### src/include/rff_regs.svh
`ifndef RFF_REGS_SVH
`define RFF_REGS_SVH

// ==========================================
// Register offsets
`define RFF_ADDR_FILTER_EN 8'h00
`define RFF_ADDR_MAX_LEN   8'h04
`define RFF_ADDR_SOF_CNT   8'h08
`define RFF_ADDR_MOF_CNT   8'h0C
`define RFF_ADDR_DMA_CNT   8'h10
`define RFF_ADDR_LAST      8'h14

// ==========================================
// Field positions of the filter enable register
`define RFF_BIT_ACCEPT_ALL 0
`define RFF_BIT_ERROR      1
`define RFF_BIT_CONTROL    2
`define RFF_BIT_SHORT      3
`define RFF_CHAN_LSB       4
`define RFF_CHAN_MSB       6

// ==========================================
// Reset values and frame lengths
`define RFF_MAX_LEN_RST    16'h05EE
`define RFF_MIN_LEN        16'h0040
`define RFF_CNT_RST        32'h0000_0000
`define RFF_CNT_ONE        32'h0000_0001

`endif

### src/include/rff_pkg.sv
package rff_pkg;

  // ==========================================
  // Frame classes
  typedef enum logic [5:0] {
    RFF_PROPER  = 6'h01,
    RFF_UNDER   = 6'h02,
    RFF_FRAG    = 6'h04,
    RFF_OVER    = 6'h08,
    RFF_JABBER  = 6'h10,
    RFF_ERRORED = 6'h20
  } rff_class_e;

  // ==========================================
  // Per-frame report from the receive path
  typedef struct packed {
    logic [15:0] len;
    logic        crc_err;
    logic        code_err;
    logic        align_err;
    logic        ctrl;
    logic        addr_hit;
    logic        chan_en;
    logic        match_or_filter_bit;
    logic [2:0]  hit_chan;
    logic        sof_ovr;
    logic        mof_ovr;
    logic        ovr_dma;
  } rff_frame_s;

  // ==========================================
  // Decision handed to the receive DMA
  typedef struct packed {
    logic       valid;
    logic       deliver;
    logic [2:0] chan;
    logic       overrun;
    logic       no_match_flag;
    logic       truncate;
    rff_class_e cls;
  } rff_dec_s;

  // ==========================================
  // Whole module state
  typedef struct packed {
    logic        accept_all_enable;
    logic        error_frame_enable;
    logic        control_frame_enable;
    logic        short_frame_enable;
    logic [2:0]  promiscuous_channel_select;
    logic [15:0] rx_max_length;
    logic [31:0] sof_overrun_counter;
    logic [31:0] mof_overrun_counter;
    logic [31:0] dma_overrun_counter;
    rff_dec_s    dec;
    logic [31:0] rdata;
  } rff_state_s;

endpackage

### src/design/rff_filter.sv
`timescale 1ns/1ps
`include "rff_regs.svh"

module rff_filter (
  // Clock and reset
  input  wire logic              core_clk,
  input  wire logic              srst,
  // Register port
  input  wire logic [7:0]        reg_addr,
  input  wire logic [31:0]       reg_wdata,
  input  wire logic              reg_wr,
  input  wire logic              reg_rd,
  output logic      [31:0]       reg_rdata,
  // Frame report
  input  wire logic              frame_done,
  input  wire rff_pkg::rff_frame_s frame,
  // Decision
  output rff_pkg::rff_dec_s      dec
);
  import rff_pkg::*;

  // ==========================================
  // State
  rff_state_s st;
  rff_state_s next_st;

  logic       err;
  logic       is_short;
  logic       is_long;
  logic       mof_cap;
  logic       mof_eff;
  logic       hit;
  logic       filtered;
  logic       match;
  logic       class_ok;
  logic       type_ok;
  logic       take;
  logic       deliver;
  logic       inc_sof;
  logic       inc_mof;
  logic       inc_dma;
  logic       clr_sof;
  logic       clr_mof;
  logic       clr_dma;
  rff_class_e cls;

  assign reg_rdata = st.rdata;
  assign dec       = st.dec;

  // ==========================================
  // Classification and decision
  always_comb begin
    err      = frame.crc_err | frame.code_err | frame.align_err;
    is_short = frame.len < `RFF_MIN_LEN;
    is_long  = frame.len > st.rx_max_length;
    // Overrun at or past the maximum is really a truncated long frame
    mof_cap  = frame.mof_ovr & (frame.len >= st.rx_max_length);
    mof_eff  = frame.mof_ovr & ~mof_cap;
    hit      = frame.addr_hit & frame.chan_en;
    filtered = hit & ~frame.match_or_filter_bit;
    match    = hit & frame.match_or_filter_bit
             & (~frame.ctrl | st.control_frame_enable);
    if (is_short) begin
      cls = err ? RFF_FRAG : RFF_UNDER;
    end else if (is_long | mof_cap) begin
      cls = err ? RFF_JABBER : RFF_OVER;
    end else begin
      cls = err ? RFF_ERRORED : RFF_PROPER;
    end
    // Enables select classes; the control enable also gates the match result
    case (cls)
      RFF_PROPER:  class_ok = 1'b1;
      RFF_UNDER:   class_ok = st.short_frame_enable;
      RFF_FRAG:    class_ok = st.short_frame_enable & st.error_frame_enable;
      default:     class_ok = st.error_frame_enable;
    endcase
    type_ok = class_ok & (~frame.ctrl | st.control_frame_enable);
    take    = match | st.accept_all_enable;
    if (frame.sof_ovr) begin
      deliver = 1'b0;
    end else if (mof_eff) begin
      deliver = ~filtered & take & st.error_frame_enable;
    end else begin
      deliver = ~filtered & take & type_ok;
    end
    inc_sof = frame_done & frame.sof_ovr;
    inc_mof = frame_done & ~frame.sof_ovr & mof_eff;
    inc_dma = frame_done & frame.ovr_dma & (frame.sof_ovr | mof_eff);
    clr_sof = reg_wr & (reg_addr == `RFF_ADDR_SOF_CNT);
    clr_mof = reg_wr & (reg_addr == `RFF_ADDR_MOF_CNT);
    clr_dma = reg_wr & (reg_addr == `RFF_ADDR_DMA_CNT);
  end

  // ==========================================
  // Next state
  always_comb begin
    next_st = st;
    // Decision
    next_st.dec.valid         = frame_done;
    next_st.dec.deliver       = frame_done & deliver;
    next_st.dec.overrun       = frame_done & deliver & mof_eff;
    next_st.dec.no_match_flag = frame_done & deliver & ~match;
    next_st.dec.truncate      = frame_done & (is_long | mof_cap);
    // Channel and class hold until the next report
    if (frame_done) begin
      next_st.dec.chan = match ? frame.hit_chan : st.promiscuous_channel_select;
      next_st.dec.cls  = cls;
    end
    // Counters: a write clears, a same-cycle event still counts
    next_st.sof_overrun_counter = (clr_sof ? `RFF_CNT_RST : st.sof_overrun_counter)
                                + (inc_sof ? `RFF_CNT_ONE : `RFF_CNT_RST);
    next_st.mof_overrun_counter = (clr_mof ? `RFF_CNT_RST : st.mof_overrun_counter)
                                + (inc_mof ? `RFF_CNT_ONE : `RFF_CNT_RST);
    next_st.dma_overrun_counter = (clr_dma ? `RFF_CNT_RST : st.dma_overrun_counter)
                                + (inc_dma ? `RFF_CNT_ONE : `RFF_CNT_RST);
    // Register writes
    if (reg_wr) begin
      case (reg_addr)
        `RFF_ADDR_FILTER_EN: begin
          next_st.accept_all_enable    = reg_wdata[`RFF_BIT_ACCEPT_ALL];
          next_st.error_frame_enable   = reg_wdata[`RFF_BIT_ERROR];
          next_st.control_frame_enable = reg_wdata[`RFF_BIT_CONTROL];
          next_st.short_frame_enable   = reg_wdata[`RFF_BIT_SHORT];
          next_st.promiscuous_channel_select = reg_wdata[`RFF_CHAN_MSB:`RFF_CHAN_LSB];
        end
        `RFF_ADDR_MAX_LEN: begin
          next_st.rx_max_length = reg_wdata[15:0];
        end
        default: begin
          next_st.rx_max_length = st.rx_max_length;
        end
      endcase
    end
    // Register reads, zero outside the answer cycle
    next_st.rdata = 32'h0000_0000;
    if (reg_rd) begin
      case (reg_addr)
        `RFF_ADDR_FILTER_EN: begin
          next_st.rdata[`RFF_BIT_ACCEPT_ALL] = st.accept_all_enable;
          next_st.rdata[`RFF_BIT_ERROR]      = st.error_frame_enable;
          next_st.rdata[`RFF_BIT_CONTROL]    = st.control_frame_enable;
          next_st.rdata[`RFF_BIT_SHORT]      = st.short_frame_enable;
          next_st.rdata[`RFF_CHAN_MSB:`RFF_CHAN_LSB] = st.promiscuous_channel_select;
        end
        `RFF_ADDR_MAX_LEN: next_st.rdata[15:0] = st.rx_max_length;
        `RFF_ADDR_SOF_CNT: next_st.rdata = st.sof_overrun_counter;
        `RFF_ADDR_MOF_CNT: next_st.rdata = st.mof_overrun_counter;
        `RFF_ADDR_DMA_CNT: next_st.rdata = st.dma_overrun_counter;
        `RFF_ADDR_LAST:    next_st.rdata[$bits(rff_dec_s)-1:0] = st.dec;
        default:           next_st.rdata = 32'h0000_0000;
      endcase
    end
    // Synchronous reset
    if (srst) begin
      next_st               = '0;
      next_st.rx_max_length = `RFF_MAX_LEN_RST;
      next_st.dec.cls       = RFF_PROPER;
    end
  end

  // ==========================================
  // Registers
  always_ff @(posedge core_clk) begin
    st <= next_st;
  end

  logic clean_in;
  logic in_err;
  logic in_mid;
  assign clean_in = frame_done & ~frame.sof_ovr & ~frame.mof_ovr;
  assign in_err   = frame.crc_err | frame.code_err | frame.align_err;
  assign in_mid   = (frame.len >= `RFF_MIN_LEN) & (frame.len <= st.rx_max_length);
endmodule

### config.mk
export PLATFORM = sky130hd
export DESIGN_NAME = rff_filter
export DESIGN_NICKNAME = d
export VERILOG_FILES = /design/src/include/rff_pkg.sv /design/src/design/rff_filter.sv
export VERILOG_INCLUDE_DIRS = /design/src /design/src/include
export SDC_FILE = /design/constraint.sdc
export NUM_CORES = 1
export LEC_CHECK = 0
export ABC_AREA = 1
export BUFFER_PORTS_ARGS = -buffer_cell sky130_fd_sc_hd__buf_2
export CAP_MARGIN = 0
export CORE_MARGIN = 10
export CORE_UTILIZATION = 50
export CTS_CLUSTER_SIZE = 28
export DETAILED_ROUTE_END_ITERATION = 12
export GPL_TIMING_DRIVEN = 0
export HOLD_SLACK_MARGIN = 0.15
export PLACE_DENSITY = 0.71
export RECOVER_POWER = 25
export SETUP_SLACK_MARGIN = 0.4
export SLEW_MARGIN = 20
export SYNTH_ARGS = -nofsm -noshare
export SYNTH_HDL_FRONTEND = slang
export SYNTH_SLANG_ARGS = --single-unit
export TNS_END_PERCENT = 1
### constraint.sdc
create_clock -name core_clk -period 3.6 [get_ports core_clk]
set_clock_uncertainty 0.2 [all_clocks]
set_input_delay 0.72 -clock core_clk [delete_from_list [all_inputs] [get_ports core_clk]]
set_output_delay 0.72 -clock core_clk [all_outputs]
set_load 0.1 [all_outputs]
# Word-level counts from Yosys, hierarchy flattened
# Cells that the tools add are included.
# totals
wordCells,90
input_bits,74
out_inout_bits,46
ff_bits,165
# classes
n_eq_ne,8
bitwise,36
n_reduce_logical,4
n_addsub,3
mux,19
magnitude_cmp,3
# op_table
op,n
adder 32 x 1 -> 32 bit,3
2-to-1 mux 32 bit,3
one-hot mux 16 bit (3 select lines),1
one-hot mux 7 bit (6 select lines),1
one-hot mux 7 bit (5 select lines),1
bitwise AND 1 bit,23
2-to-1 mux 6 bit,3
"equality test 8 x 4 -> 1 bit, second input constant",2
"equality test 8 x 5 -> 1 bit, second input constant",2
greater-or-equal comparator 16 bit,1
> comparator 16 bit,1
"< comparator 16 x 7 -> 1 bit, second input constant",1
"equality test 8 x 3 -> 1 bit, second input constant",1
zero test 8 bit,1
one-hot mux 2 bit (4 select lines),1
inverter 1 bit,7
"equality test 6 x 1 -> 1 bit, second input constant",1
"equality test 6 x 2 -> 1 bit, second input constant",1
"equality test 6 x 3 -> 1 bit, second input constant",1
2-to-1 mux 3 bit,2
bitwise OR 1 bit,6
2-to-1 mux 1 bit,5
2-to-1 mux 5 bit,1
AND reduction 2 bit,2
other kinds (2),2

# Longest topological paths before layout
# Gate-level depths: netlist (run 1).
# logic_depth
ltp_word,13
mapped_depth,21
mapped_depth_nobuf,21

# Worst setup path after synthesis (run 1)
# Ideal clock, no wire load.
# synth_timing
path_type,input port to flip-flop
from,input port frame[24] (netlist bit)
to,register st[72] (netlist bit)
setup_time_ns,0.115
slack_ns,0.377
required_ns,3.285
path_stages,19
path_buffers,0
arrival_time_ns,2.908
cell_sequence,ha_1 > nand2_1 > inv_1 > nand2_1 > nand2_1 > nand2_1 > nand2_1 > nor2_1 > nand3_1 > a21oi_1 > ha_1 > ha_1 > nand4_2 > nor2_2 > nand3_2 > nor2_4 > nand3_1 > nand2_1 > nor2_1
# synth_via
elab_chain_len,8
# synth_rtl
item,line,rtl
"start, declared",rff_filter.sv:16,"input wire rff_pkg::rff_frame_s frame,"
greater-or-equal comparator 16 bit,rff_filter.sv:57,mof_cap = frame.mof_ovr & (frame.len >= st.rx_max_length);
bitwise AND 1 bit,rff_filter.sv:57,
inverter 1 bit,rff_filter.sv:58,mof_eff = frame.mof_ovr & ~mof_cap;
bitwise AND 1 bit,rff_filter.sv:58,
bitwise OR 1 bit,rff_filter.sv:88,inc_dma = frame_done & frame.ovr_dma & (frame.sof_ovr | mof_eff);
bitwise AND 1 bit,rff_filter.sv:88,
2-to-1 mux 1 bit (no source line),-,
adder 32 x 1 -> 32 bit,rff_filter.sv:114,next_st.dma_overrun_counter = (clr_dma ? `RFF_CNT_RST : st.dma_overrun_counter)
"end signal, assigned",rff_filter.sv:164,st <= next_st;
"end, declared",rff_filter.sv:24,rff_state_s st;
# Every way passes these cells.
# A chain may end at the register's enable or synchronous reset.

# Worst setup path after layout (run 1)
# layout_timing
from,input port frame[27] (netlist bit)
to,register st[96] (netlist bit)
# layout_via
elab_chain_len,7
# layout_rtl
item,line,rtl
greater-or-equal comparator 16 bit,rff_filter.sv:57,
bitwise AND 1 bit,rff_filter.sv:57,
inverter 1 bit,rff_filter.sv:58,
bitwise AND 1 bit,rff_filter.sv:58,
bitwise AND 1 bit,rff_filter.sv:87,inc_mof = frame_done & ~frame.sof_ovr & mof_eff;
2-to-1 mux 1 bit (no source line),-,
adder 32 x 1 -> 32 bit,rff_filter.sv:112,next_st.mof_overrun_counter = (clr_mof ? `RFF_CNT_RST : st.mof_overrun_counter)
# Every way passes these cells.

==> flow_metrics.tcl, run 1 <==
set metrics [dict create \
    worstPathBufferInverterCount 2 \
    timing.hold.worst_endpoint "st[164]" \
    cts.path.max_buffers 2 \
    vias_after_detailed_routing 10179 \
    worst_setup_path_start_kind "input pin" \
    ctsRootBufferMaster "clkbuf_16" \
    die_w_um 158.5 \
    insertedDiodeCount 0 \
    io_buffer_count 101 \
    power.static_leakage_uw 0.004163 \
    ctsHtreeMaxLevel 4 \
    holdPathStages 2 \
    status "completed" \
    initial_core_util_pct 51.11 \
    tritoncts_num_sinks 165 \
    multi_input_comb_area_um2 5249 \
    place.gp.congestion 0.9236 \
    track_usage_pct 25.30 \
    crit_cells 18 \
    rr_endpoint "st[96]" \
    critical_path.cell_chain "buf_2, ha_1, nand2_1, nor2_1, nand2_1, o21bai_2, nor2_4, nand3_4, nor3_4, ha_2, ha_4, nand4_1, nor2_4, nand3_4, nor2_4, buf_6, nor2_1, nor2_1" \
    postPlaceCellArea_um2 10400 \
    synth.top_cell.area_share_pct 34.43 \
    place.detailed.hpwl_um 24650 \
    r2r.worst_path.cells 18 \
    seqCellArea_um2 3313 \
    layout-area-overhead-vs-synth_pct 17.07 \
    synthesis.yosys.warnings 0 \
    first_global_vias 9552 \
    design.die.area_um2 25130 \
    syn-mean-instance-area_um2 6.508 \
    drv.max_cap_violation_count 0 \
    critical_path.reg2reg.startpoint "st[156]" \
    relSlewSlack_pct 21.21 \
    required_ns 3.77 \
    critPathKind "in2reg" \
    ant_nets 0 \
    drive_gt1_share_pct 17.03 \
    number_of_buffers_inserted_by_hold_repair_at_cts 0 \
    regToRegSetupSlack_ns 0.41 \
    final_min_period_over_clock_period_pct 88.92 \
    viasPerCell 5.505 \
    ports 120 \
    worst_skew_pair.late_latency_ns 0.45 \
    whs_ns 0.2770 \
    post-route-drc-count 0 \
    synth_async_sr_flop_share_pct 0 \
    initialDrtViolationCount 900 \
    grt_max_degree 18 \
    postSynthNetCount 1570 \
    timing.critical_path.arrival_ns 3.37 \
    vdd.ir_drop.worst_mv 0.2730 \
    cp_top_family "simple AND/OR/NAND/NOR gates" \
    max_freq_mhz 312.4 \
    tritoncts "built" \
    postSynth.topFlopCell "dfxtp_1" \
    grt_overflow 0 \
    antenna_violations_before_repair 1 \
    synth_area_leader_cell "dfxtp_1" \
    fill_cells 1853 \
    postLayoutCellArea_um2 11230 \
    post_synthesis_instance_area_um2 9593 \
    cts_buffers 17 \
    tightestPinTransition_ns 1.187 \
    synth_cells 1474 \
    grt_first_pass_wirelength_um 49760 \
    synth.area.top_cells "dfxtp_1 (34%), nand2_1 (13%), nor2_1 (8.3%)" \
    synth_enable_flop_cells 0 \
    row_count 50 \
    hold_path_startpoint "st[164]" \
    core_area_um2 18770 \
    path_max_fanout 6 \
    timing.critical_path.slowest_stage_cell "ha_1" \
    final_setup_violating_endpoints 0 \
    chipHeight_um 158.5 \
    timing.critical_path.slowest_cell_delay_ns 0.28 \
    detail_route.wirelength_um 31900 \
    yosys_register_bits 165 \
    post-route-min-period_ns 3.201 \
    crit_path_end_kind "register" \
    route.detailed.wl_per_inst_um 17.25 \
    synth-seq-area-share_pct 34.43 \
    drt_pre_antenna_iters 6 \
    grt_setup_unrepaired "yes" \
    timing.final.max_slew_violations 0 \
    min-delay-path-class "reg2reg" \
    power.density_cell_area_nw_per_um2 347.5 \
    design.final.nets 1698 \
    yosysUniqueCellTypes 48 \
    timing_hold_violations_final 0 \
    clk_pin_slew_worst_paths_ns 0.08 \
]
[state kept, by name, summed over array words and instances, names as in the netlist]
register   count
st           119
reg_rdata     32
dec           14
[cell usage after synthesis, types with 7 or more instances]
library cell  instances
buf_4                48
o211ai_1              8
nand4_1               7
buf_2                11
clkbuf_1             23
nor3_1               12
dfxtp_1             165
nand3_1             124
nor2_4                7
nor2_2               26
nor2_1              211
a21oi_1             113
ha_1                 22
o21ai_0              60
nand2_2               9
inv_1               173
o22ai_1              17
nand2_1             341
a31oi_1              22
nand3_2               8
[cell usage in the layout, fill, tap and decap left out, drive strengths merged]
cell	count
or3	1
nand3b	4
o21bai	3
or2	8
nand4	8
nand3	133
clkinvlp	1
a32o	1
nor2	244
xor2	2
o31ai	2
o21ai	65
nand2	352
buf	145
clkinv	8
ha	22
a311oi	1
o211ai	8
a21boi	1
a221oi	3
a211oi	2
o22ai	17
o221ai	2
nor3	14
a41oi	3
o21a	3
inv	187
a21o	1
nor4	2
dfxtp	165
clkbuf	72
a31oi	22
a21oi	113
[worst max path at each step]
stage,slack (ns),endpoint,start
2_1_floorplan,0.38,st[100],frame[24]
3_3_place_gp,-0.37,st[100],frame[24]
3_5_place_dp,-0.40,st[98],frame[24]
4_1_cts,0.37,st[62],st[153]
5_1_grt,0.23,st[98],st[156]
6_report,0.40,st[96],frame[27]
[worst register-to-register path, cell delays in order, from the launching register on]
cell and delay, ns:
dfxtp_1 0.33, inv_2 0.06, ha_1 0.26, nand2_1 0.07, nor2_1 0.06, nand2_1 0.11
o21bai_2 0.10, nor2_4 0.14, nand3_4 0.15, nor3_4 0.21, ha_2 0.23, ha_4 0.15
nand4_1 0.20, nor2_4 0.24, nand3_4 0.13, nor2_4 0.22, buf_6 0.13, nor2_1 0.03
nor2_1 0.09
[layer usage]
metal  routed length [um]  vias up  global-route usage [%]  part of all wire [%]
met5                   13        -                       0                 0.041
met4                 1024        2                   10.28                   3.2
met3                 2669       73                   6.098                   8.4
met2                14510      479                   40.92                    45
met1                13680     4634                   31.66                    43
li1                     -     4991                       -                     -
[power by group]
group / total [uW] / internal [uW] / switching, uW
clock: 1820 / 937 / 883
sequential: 1840 / 1830 / 7.12
combinational: 243 / 74.2 / 168
total: 3900 / 2840 / 1060
[repair_timing]
action,4_1_cts,5_1_grt
resized for setup,9,52
setup endpoints to repair,27,53
hold endpoints to repair,0,0
setup buffers,3,5
pin swaps,3,16
[area by class of cell]
cell class | instances | area share [%]
Clock inverter | 14 | 1.170
Inverter | 182 | 6.083
Buffer | 90 | 5.236
Timing Repair Buffer | 109 | 4.757
Tap cell | 234 | 2.607
Sequential cell | 165 | 29.50
Multi-Input combinational cell | 1037 | 46.74
Clock buffer | 18 | 3.910
[stage by stage]
step           total power [uW]  util, %  cells  setup TNS (ns)  setup slack [ns]
2_1_floorplan              2024        -   1474               0            0.3812
3_3_place_gp               2105    55.39   1809          -4.150           -0.3709
3_5_place_dp               2109    55.39   1809          -5.572           -0.3980
4_1_cts                    3891    58.77   1844               0            0.3674
5_1_grt                    4008    59.84   1849               0            0.2318
6_report                   3903    59.84   1849               0            0.3988
[cells by family (layout without fill, tap and decap cells)]
logic type / after synthesis / count (layout) / share of synthesized area [%]
AND/OR/NAND/NOR: 766 / 766 / 34.94
buffers and inverters: 272 / 413 / 13.25
AO/OA/AOI/OAI: 247 / 247 / 14.32
flip-flops: 165 / 165 / 34.43
adder cells (fa/ha/maj): 22 / 22 / 2.869
XOR/XNOR: 2 / 2 / 0.1826
(Power assumes the default switching activity.)
==> run 2: changes to the inputs <==
--- a/config.mk
+++ b/config.mk
@@ -10,13 +10,14 @@
 export BUFFER_PORTS_ARGS = -buffer_cell sky130_fd_sc_hd__buf_2
 export CAP_MARGIN = 0
 export CORE_MARGIN = 10
-export CORE_UTILIZATION = 50
+export CORE_UTILIZATION = 45
 export CTS_CLUSTER_SIZE = 28
 export DETAILED_ROUTE_END_ITERATION = 12
 export GPL_TIMING_DRIVEN = 0
 export HOLD_SLACK_MARGIN = 0.15
-export PLACE_DENSITY = 0.71
+export PLACE_DENSITY = 0.65
 export RECOVER_POWER = 25
+export REMOVE_ABC_BUFFERS = 1
 export SETUP_SLACK_MARGIN = 0.4
 export SLEW_MARGIN = 20
 export SYNTH_ARGS = -nofsm -noshare
==> run 2 against run 1 <==
  * Register-to-register slack hardly changed
  * Hold slack better by 0.0036 ns
  * Flip-flop and latch count stayed put
  * Maximum frequency is 0.96% lower
  * Core utilization is 9.0 points lower
  * Largest cell class unchanged
==> flow_metrics.tcl, run 2 (synthesized netlist as in run 1, its figures left out) <==
set metrics [dict create \
    status "completed" \
    share_clk_of_total_power_pct 47.0 \
    timing.final.max_slew_violations 0 \
    design.die.area_um2 27560 \
    antenna_violations_before_repair 0 \
    initial_core_util_pct 45.63 \
    vdd.ir_drop.worst_mv 0.2573 \
    place.gp.congestion 0.9446 \
    route.detailed.wl_per_inst_um 16.42 \
    tritoncts "built" \
    core_area_um2 21020 \
    timing_hold_violations_final 0 \
    ctsRootBufferMaster "clkbuf_16" \
    initialDrtViolationCount 976 \
    postPlaceCellArea_um2 9893 \
    ports 120 \
    final_setup_violating_endpoints 0 \
    path_max_fanout 16 \
    required_ns 3.74 \
    power.density_cell_area_nw_per_um2 363.7 \
    detail_route.wirelength_um 29580 \
    timing.critical_path.arrival_ns 3.37 \
    cts_buffers 17 \
    design.final.nets 1610 \
    chipHeight_um 166.0 \
    insertedDiodeCount 0 \
    post-route-drc-count 0 \
    drive_gt1_share_pct 12.44 \
    row_count 53 \
    worst_skew_pair.late_latency_ns 0.45 \
    vias_after_detailed_routing 9568 \
    most-common-layout-cells "nand2_1 (339), nor2_1 (208), inv_1 (169)" \
    viasPerCell 5.310 \
    cell_internal_pwr_uw 2828 \
    ant_nets 0 \
    first_global_vias 8854 \
    number_of_buffers_inserted_by_hold_repair_at_cts 0 \
    die_w_um 166.0 \
    track_usage_pct 20.28 \
    relSlewSlack_pct 20.30 \
    largest_register "st" \
    switching_power_uw 1061 \
    largest_register_ff_count 119 \
    report.power.total_uw 3889 \
    io_buffer_count 103 \
    worst_setup_path_start_kind "input pin" \
    grt_first_pass_wirelength_um 46200 \
    grt_setup_unrepaired "yes" \
    clk_pin_slew_worst_paths_ns 0.08 \
    crit_path_end_kind "register" \
    power.static_leakage_uw 0.003727 \
    grt_overflow 0 \
    drv.max_cap_violation_count 0 \
    drt_pre_antenna_iters 5 \
    ctsHtreeMaxLevel 4 \
    layout-area-overhead-vs-synth_pct 11.47 \
    post-route-min-period_ns 3.232 \
    postLayoutCellArea_um2 10690 \
    tightestPinTransition_ns 1.201 \
    register_share_of_total_power_pct 47.3 \
    setup_total_negative_slack_ns 0 \
    grt_max_degree 62 \
    most_frequent_standard_cell_in_the_layout_excluding_fill_and_tap_cells "nand2_1" \
    final_core_utilization_pct 50.87 \
    critPathKind "in2reg" \
    tritoncts_num_sinks 165 \
    place.detailed.hpwl_um 21850 \
    final_min_period_over_clock_period_pct 89.79 \
    max_freq_mhz 309.4 \
    power.combinational.fraction_pct 5.7 \
    cts.path.max_buffers 2 \
    switching_share_pct 27.28 \
    min-delay-path-class "reg2reg" \
]
==> run 2: cell types whose count changed in the layout (fill, tap and decap cells not counted), sizes merged <==
cell / delta
buf: -83
inv: +3
clkbuf: -7
nand3: +1
clkinvlp: +1
clkinv: -3
==> run 2: path summary, 6_finish.rpt <==
kind                            startpoint  endpoint  slack (ns)  depth (start not counted)
worst min-delay path               st[162]   st[162]        0.28                          2
worst max-delay path            frame_done    st[98]        0.37                         12
worst min register to register     st[162]   st[162]        0.28                          2
worst max register to register     st[147]    st[98]        0.40                         18
==> run 2: area by class of cell <==
class / instances / area (um2)
fillers: 2117 / 10330
multi-input cells: 1038 / 5254
flip-flops and latches: 165 / 3313
inverters: 182 / 684.4
repair buffers: 110 / 523.0
clock buffers: 17 / 425.4
well taps: 275 / 344.1
clock inverters: 15 / 148.9
==> run 2: through the flow <==
step           hold WS [ns]  instances  setup WS [ns]
3_3_place_gp         0.2679       1762         -3.009
2_1_floorplan        0.2453       1384         0.3074
5_1_grt              0.3097       1802         0.1635
3_5_place_dp         0.2728       1763        -0.5937
6_report             0.2806       1802         0.3676
4_1_cts              0.2840       1795         0.2164
==> run 2: what timing repair did <==
item	CTS	global route
setup endpoints to repair	50	55
resized for setup	6	41
buffers inserted	0	6
cloned	0	1
pin swaps	0	17
==> run 2: power groups by stage <==
stage	registers (uW)	clock network [uW]	logic [uW]
2_1_floorplan	1920	0	81.9
3_3_place_gp	1880	0	205
3_5_place_dp	1880	0	208
4_1_cts	1840	1850	210
5_1_grt	1840	1930	245
6_report	1840	1830	221
==> run 2: worst max-delay path, stage by stage <==
cell	delay, ns
clkbuf_1	0.47
clkinv_1	0.49
nor3_4	0.34
ha_4	0.18
ha_4	0.13
nand4_1	0.25
nor2_4	0.25
nand3_4	0.13
nor2_4	0.20
nand3_2	0.09
nand2_1	0.07
nor2_1	0.05
==> run 2: layer usage <==
layer / vias to the layer above / part of all wire, % / GRT usage (%)
li1: 4817 / - / -
met5: - / 0 / 0
met4: 0 / 2.8 / 7.126
met1: 4380 / 45 / 26.72
met3: 55 / 6.9 / 3.691
met2: 316 / 46 / 32.43
==> run 3: changes to the inputs <==
--- a/config.mk
+++ b/config.mk
@@ -15,9 +15,8 @@
 export DETAILED_ROUTE_END_ITERATION = 12
 export GPL_TIMING_DRIVEN = 0
 export HOLD_SLACK_MARGIN = 0.15
-export PLACE_DENSITY = 0.65
+export PLACE_DENSITY = 0.69
 export RECOVER_POWER = 25
-export REMOVE_ABC_BUFFERS = 1
 export SETUP_SLACK_MARGIN = 0.4
 export SLEW_MARGIN = 20
 export SYNTH_ARGS = -nofsm -noshare
==> constraint.sdc (replaced) <==
create_clock -name core_clk -period 3.99 [get_ports core_clk]
set_clock_uncertainty 0.2 [all_clocks]
set_input_delay 0.798 -clock core_clk [delete_from_list [all_inputs] [get_ports core_clk]]
set_output_delay 0.798 -clock core_clk [all_outputs]
set_load 0.1 [all_outputs]
==> run 3 against run 2 <==
  * First-iteration DRC count shrank 23%
  * Power decreased by 10%
  * Sequential power down 9.8%
  * Critical path depth increased by 5
  * Global-route usage grew 2.1 points
  * Non-clock buffer count up 83
  * Sequential share of layout area shrank 0.95 points
  * Die area unchanged
  * Combinational power down 6%
  * Clock-buffer cell count stayed put
  * Setup slack gained 0.095 ns
==> flow_metrics.tcl, run 3 (synthesized netlist as in run 1, its figures left out) <==
set metrics [dict create \
    status "completed" \
    track_usage_pct 22.34 \
    top_cell_by_count_worst_path "nand2_1" \
    max_freq_mhz 283.5 \
    drt_pre_antenna_iters 5 \
    post-route-drc-count 0 \
    place.gp.congestion 0.9966 \
    ctsHtreeMaxLevel 4 \
    postLayoutCellArea_um2 11000 \
    drv.max_cap_violation_count 0 \
    regToRegSetupSlack_ns 0.55 \
    final_min_period_over_clock_period_pct 88.42 \
    timing_hold_violations_final 0 \
    insertedDiodeCount 0 \
    finalWorstSetupSlack_ns 0.4622 \
    drive_gt1_share_pct 14.05 \
    fill_cells 2152 \
    row_count 53 \
    pre_cts_ws_ns -0.07791 \
    power.density_cell_area_nw_per_um2 316.6 \
    io_buffer_count 101 \
    timing.critical_path.slowest_cell_delay_ns 0.45 \
    min-delay-path-class "reg2reg" \
    vdd.ir_drop.worst_mv 0.2521 \
    post-route-min-period_ns 3.528 \
    core_area_um2 21020 \
    relSlewSlack_pct 21.08 \
    critical_path.cell_chain "buf_2, inv_1, nand2_1, nor2_2, nand2_1, nor2_4, buf_2, nor2_1, ha_1, ha_1, nand4_1, nor2_2, nand3_2, nor2_4, nand3_1, nand2_1, nor2_1" \
    initialDrtViolationCount 752 \
    required_ns 4.13 \
    viasPerCell 5.373 \
    design.die.area_um2 27560 \
    final_setup_violating_endpoints 0 \
    timing.critical_path.arrival_ns 3.67 \
    share_clk_of_total_power_pct 46.4 \
    timing.final.max_slew_violations 0 \
    critPathKind "in2reg" \
    path_max_fanout 10 \
    largest_register "st" \
    most_frequent_standard_cell_in_the_layout_excluding_fill_and_tap_cells "nand2_1" \
    initial_core_util_pct 45.63 \
    grt_max_degree 18 \
    largest_register_ff_count 119 \
    switching_power_uw 940.6 \
    power.combinational.fraction_pct 6.0 \
    first_global_vias 9520 \
    grt_setup_unrepaired "yes" \
    ports 120 \
    clk_pin_slew_worst_paths_ns 0.07 \
    tritoncts "built" \
    antenna_violations_before_repair 0 \
    crit_path_end_kind "register" \
    worst_setup_path_start_kind "input pin" \
    ctsRootBufferMaster "clkbuf_16" \
    die_w_um 166.0 \
    tritoncts_num_sinks 165 \
    detail_route.wirelength_um 32030 \
    postPlaceCellArea_um2 10440 \
    grt_first_pass_wirelength_um 50200 \
    whs_ns 0.2836 \
    power.static_leakage_uw 0.004129 \
    ant_nets 0 \
    design.final.nets 1692 \
    register_share_of_total_power_pct 47.7 \
    worst_skew_pair.late_latency_ns 0.44 \
    most-common-layout-cells "nand2_1 (344), nor2_1 (213), inv_1 (174)" \
    place.detailed.hpwl_um 24930 \
    switching_share_pct 27.01 \
    grt_overflow 0 \
    report.power.total_uw 3482 \
    timing.critical_path.slowest_stage_cell "nand2_1" \
    number_of_buffers_inserted_by_hold_repair_at_cts 0 \
    route.detailed.wl_per_inst_um 17.00 \
    tightestPinTransition_ns 1.189 \
    layout-area-overhead-vs-synth_pct 14.66 \
    cts.path.max_buffers 2 \
    cell_internal_pwr_uw 2541 \
    vias_after_detailed_routing 10122 \
    chipHeight_um 166.0 \
    cts_buffers 17 \
]
-- run 3: cell count changes in the layout (fill, tap and decap cells not counted), moves of 6 or more --
cell / change
buf_4: +43
buf_2: +23
dfxtp_2: -8
dfxtp_1: +8
buf_6: +6
ha_1: +8
ha_4: -8
clkbuf_1: +10
-- run 3: metrics by stage --
| step | utilization (%) | cells | TNS (ns) |
|---|---|---|---|
| 4_1_cts | 52.40 | 1882 | 0 |
| 2_1_floorplan | - | 1474 | 0 |
| 3_5_place_dp | 49.68 | 1850 | -0.2194 |
| 3_3_place_gp | 49.68 | 1850 | -0.09098 |
| 6_report | 52.32 | 1884 | 0 |
| 5_1_grt | 52.32 | 1884 | 0 |
-- run 3: worst paths after layout --
| check | startpoint | endpoint | depth (start not counted) |
|---|---|---|---|
| min reg2reg | st[164] | st[164] | 2 |
| max | reg_addr[0] | st[132] | 17 |
| max reg2reg | st[153] | st[108] | 20 |
| min | st[164] | st[164] | 2 |
-- run 3: final cells by class --
class,count,area (um2),share of cell area (%)
clock inverter,15,137.6,1.251
multi-input combinational,1037,5041,45.83
sequential,165,3303,30.03
inverter,182,683.2,6.211
timing repair buffer,103,479.2,4.357
clock buffer,17,425.4,3.868
buffer,90,585.6,5.324
tap,275,344.1,3.128
-- run 3: power by group through the flow --
| stage | combinational (uW) | clock (uW) | sequential (uW) |
|---|---|---|---|
| after global placement | 203 | 0 | 1700 |
| final | 207 | 1610 | 1660 |
| after detailed placement | 205 | 0 | 1700 |
| after floorplan | 131 | 0 | 1700 |
| after CTS | 206 | 1630 | 1660 |
| after global routing | 227 | 1690 | 1660 |
-- run 3: repair_timing --
item                                    CTS  global route
endpoints found under the setup margin    2            24
setup buffers                             0             2
pin swaps                                 0             5
resized for setup                         2            10
-- run 3: per-layer routing --
layer / GRT usage [%] / routed length (um)
met3: 4.827 / 2585
met4: 9.052 / 1065
met2: 36.16 / 14670
met5: 0 / 0
met1: 28.19 / 13710
-- run 3: worst max-delay path: cells and delay by family --
| family | cells | cell delay [ns] |
|---|---|---|
| simple gates | 12 | 2.07 |
| fa+ha+maj | 2 | 0.43 |
| buf+inv | 3 | 0.35 |
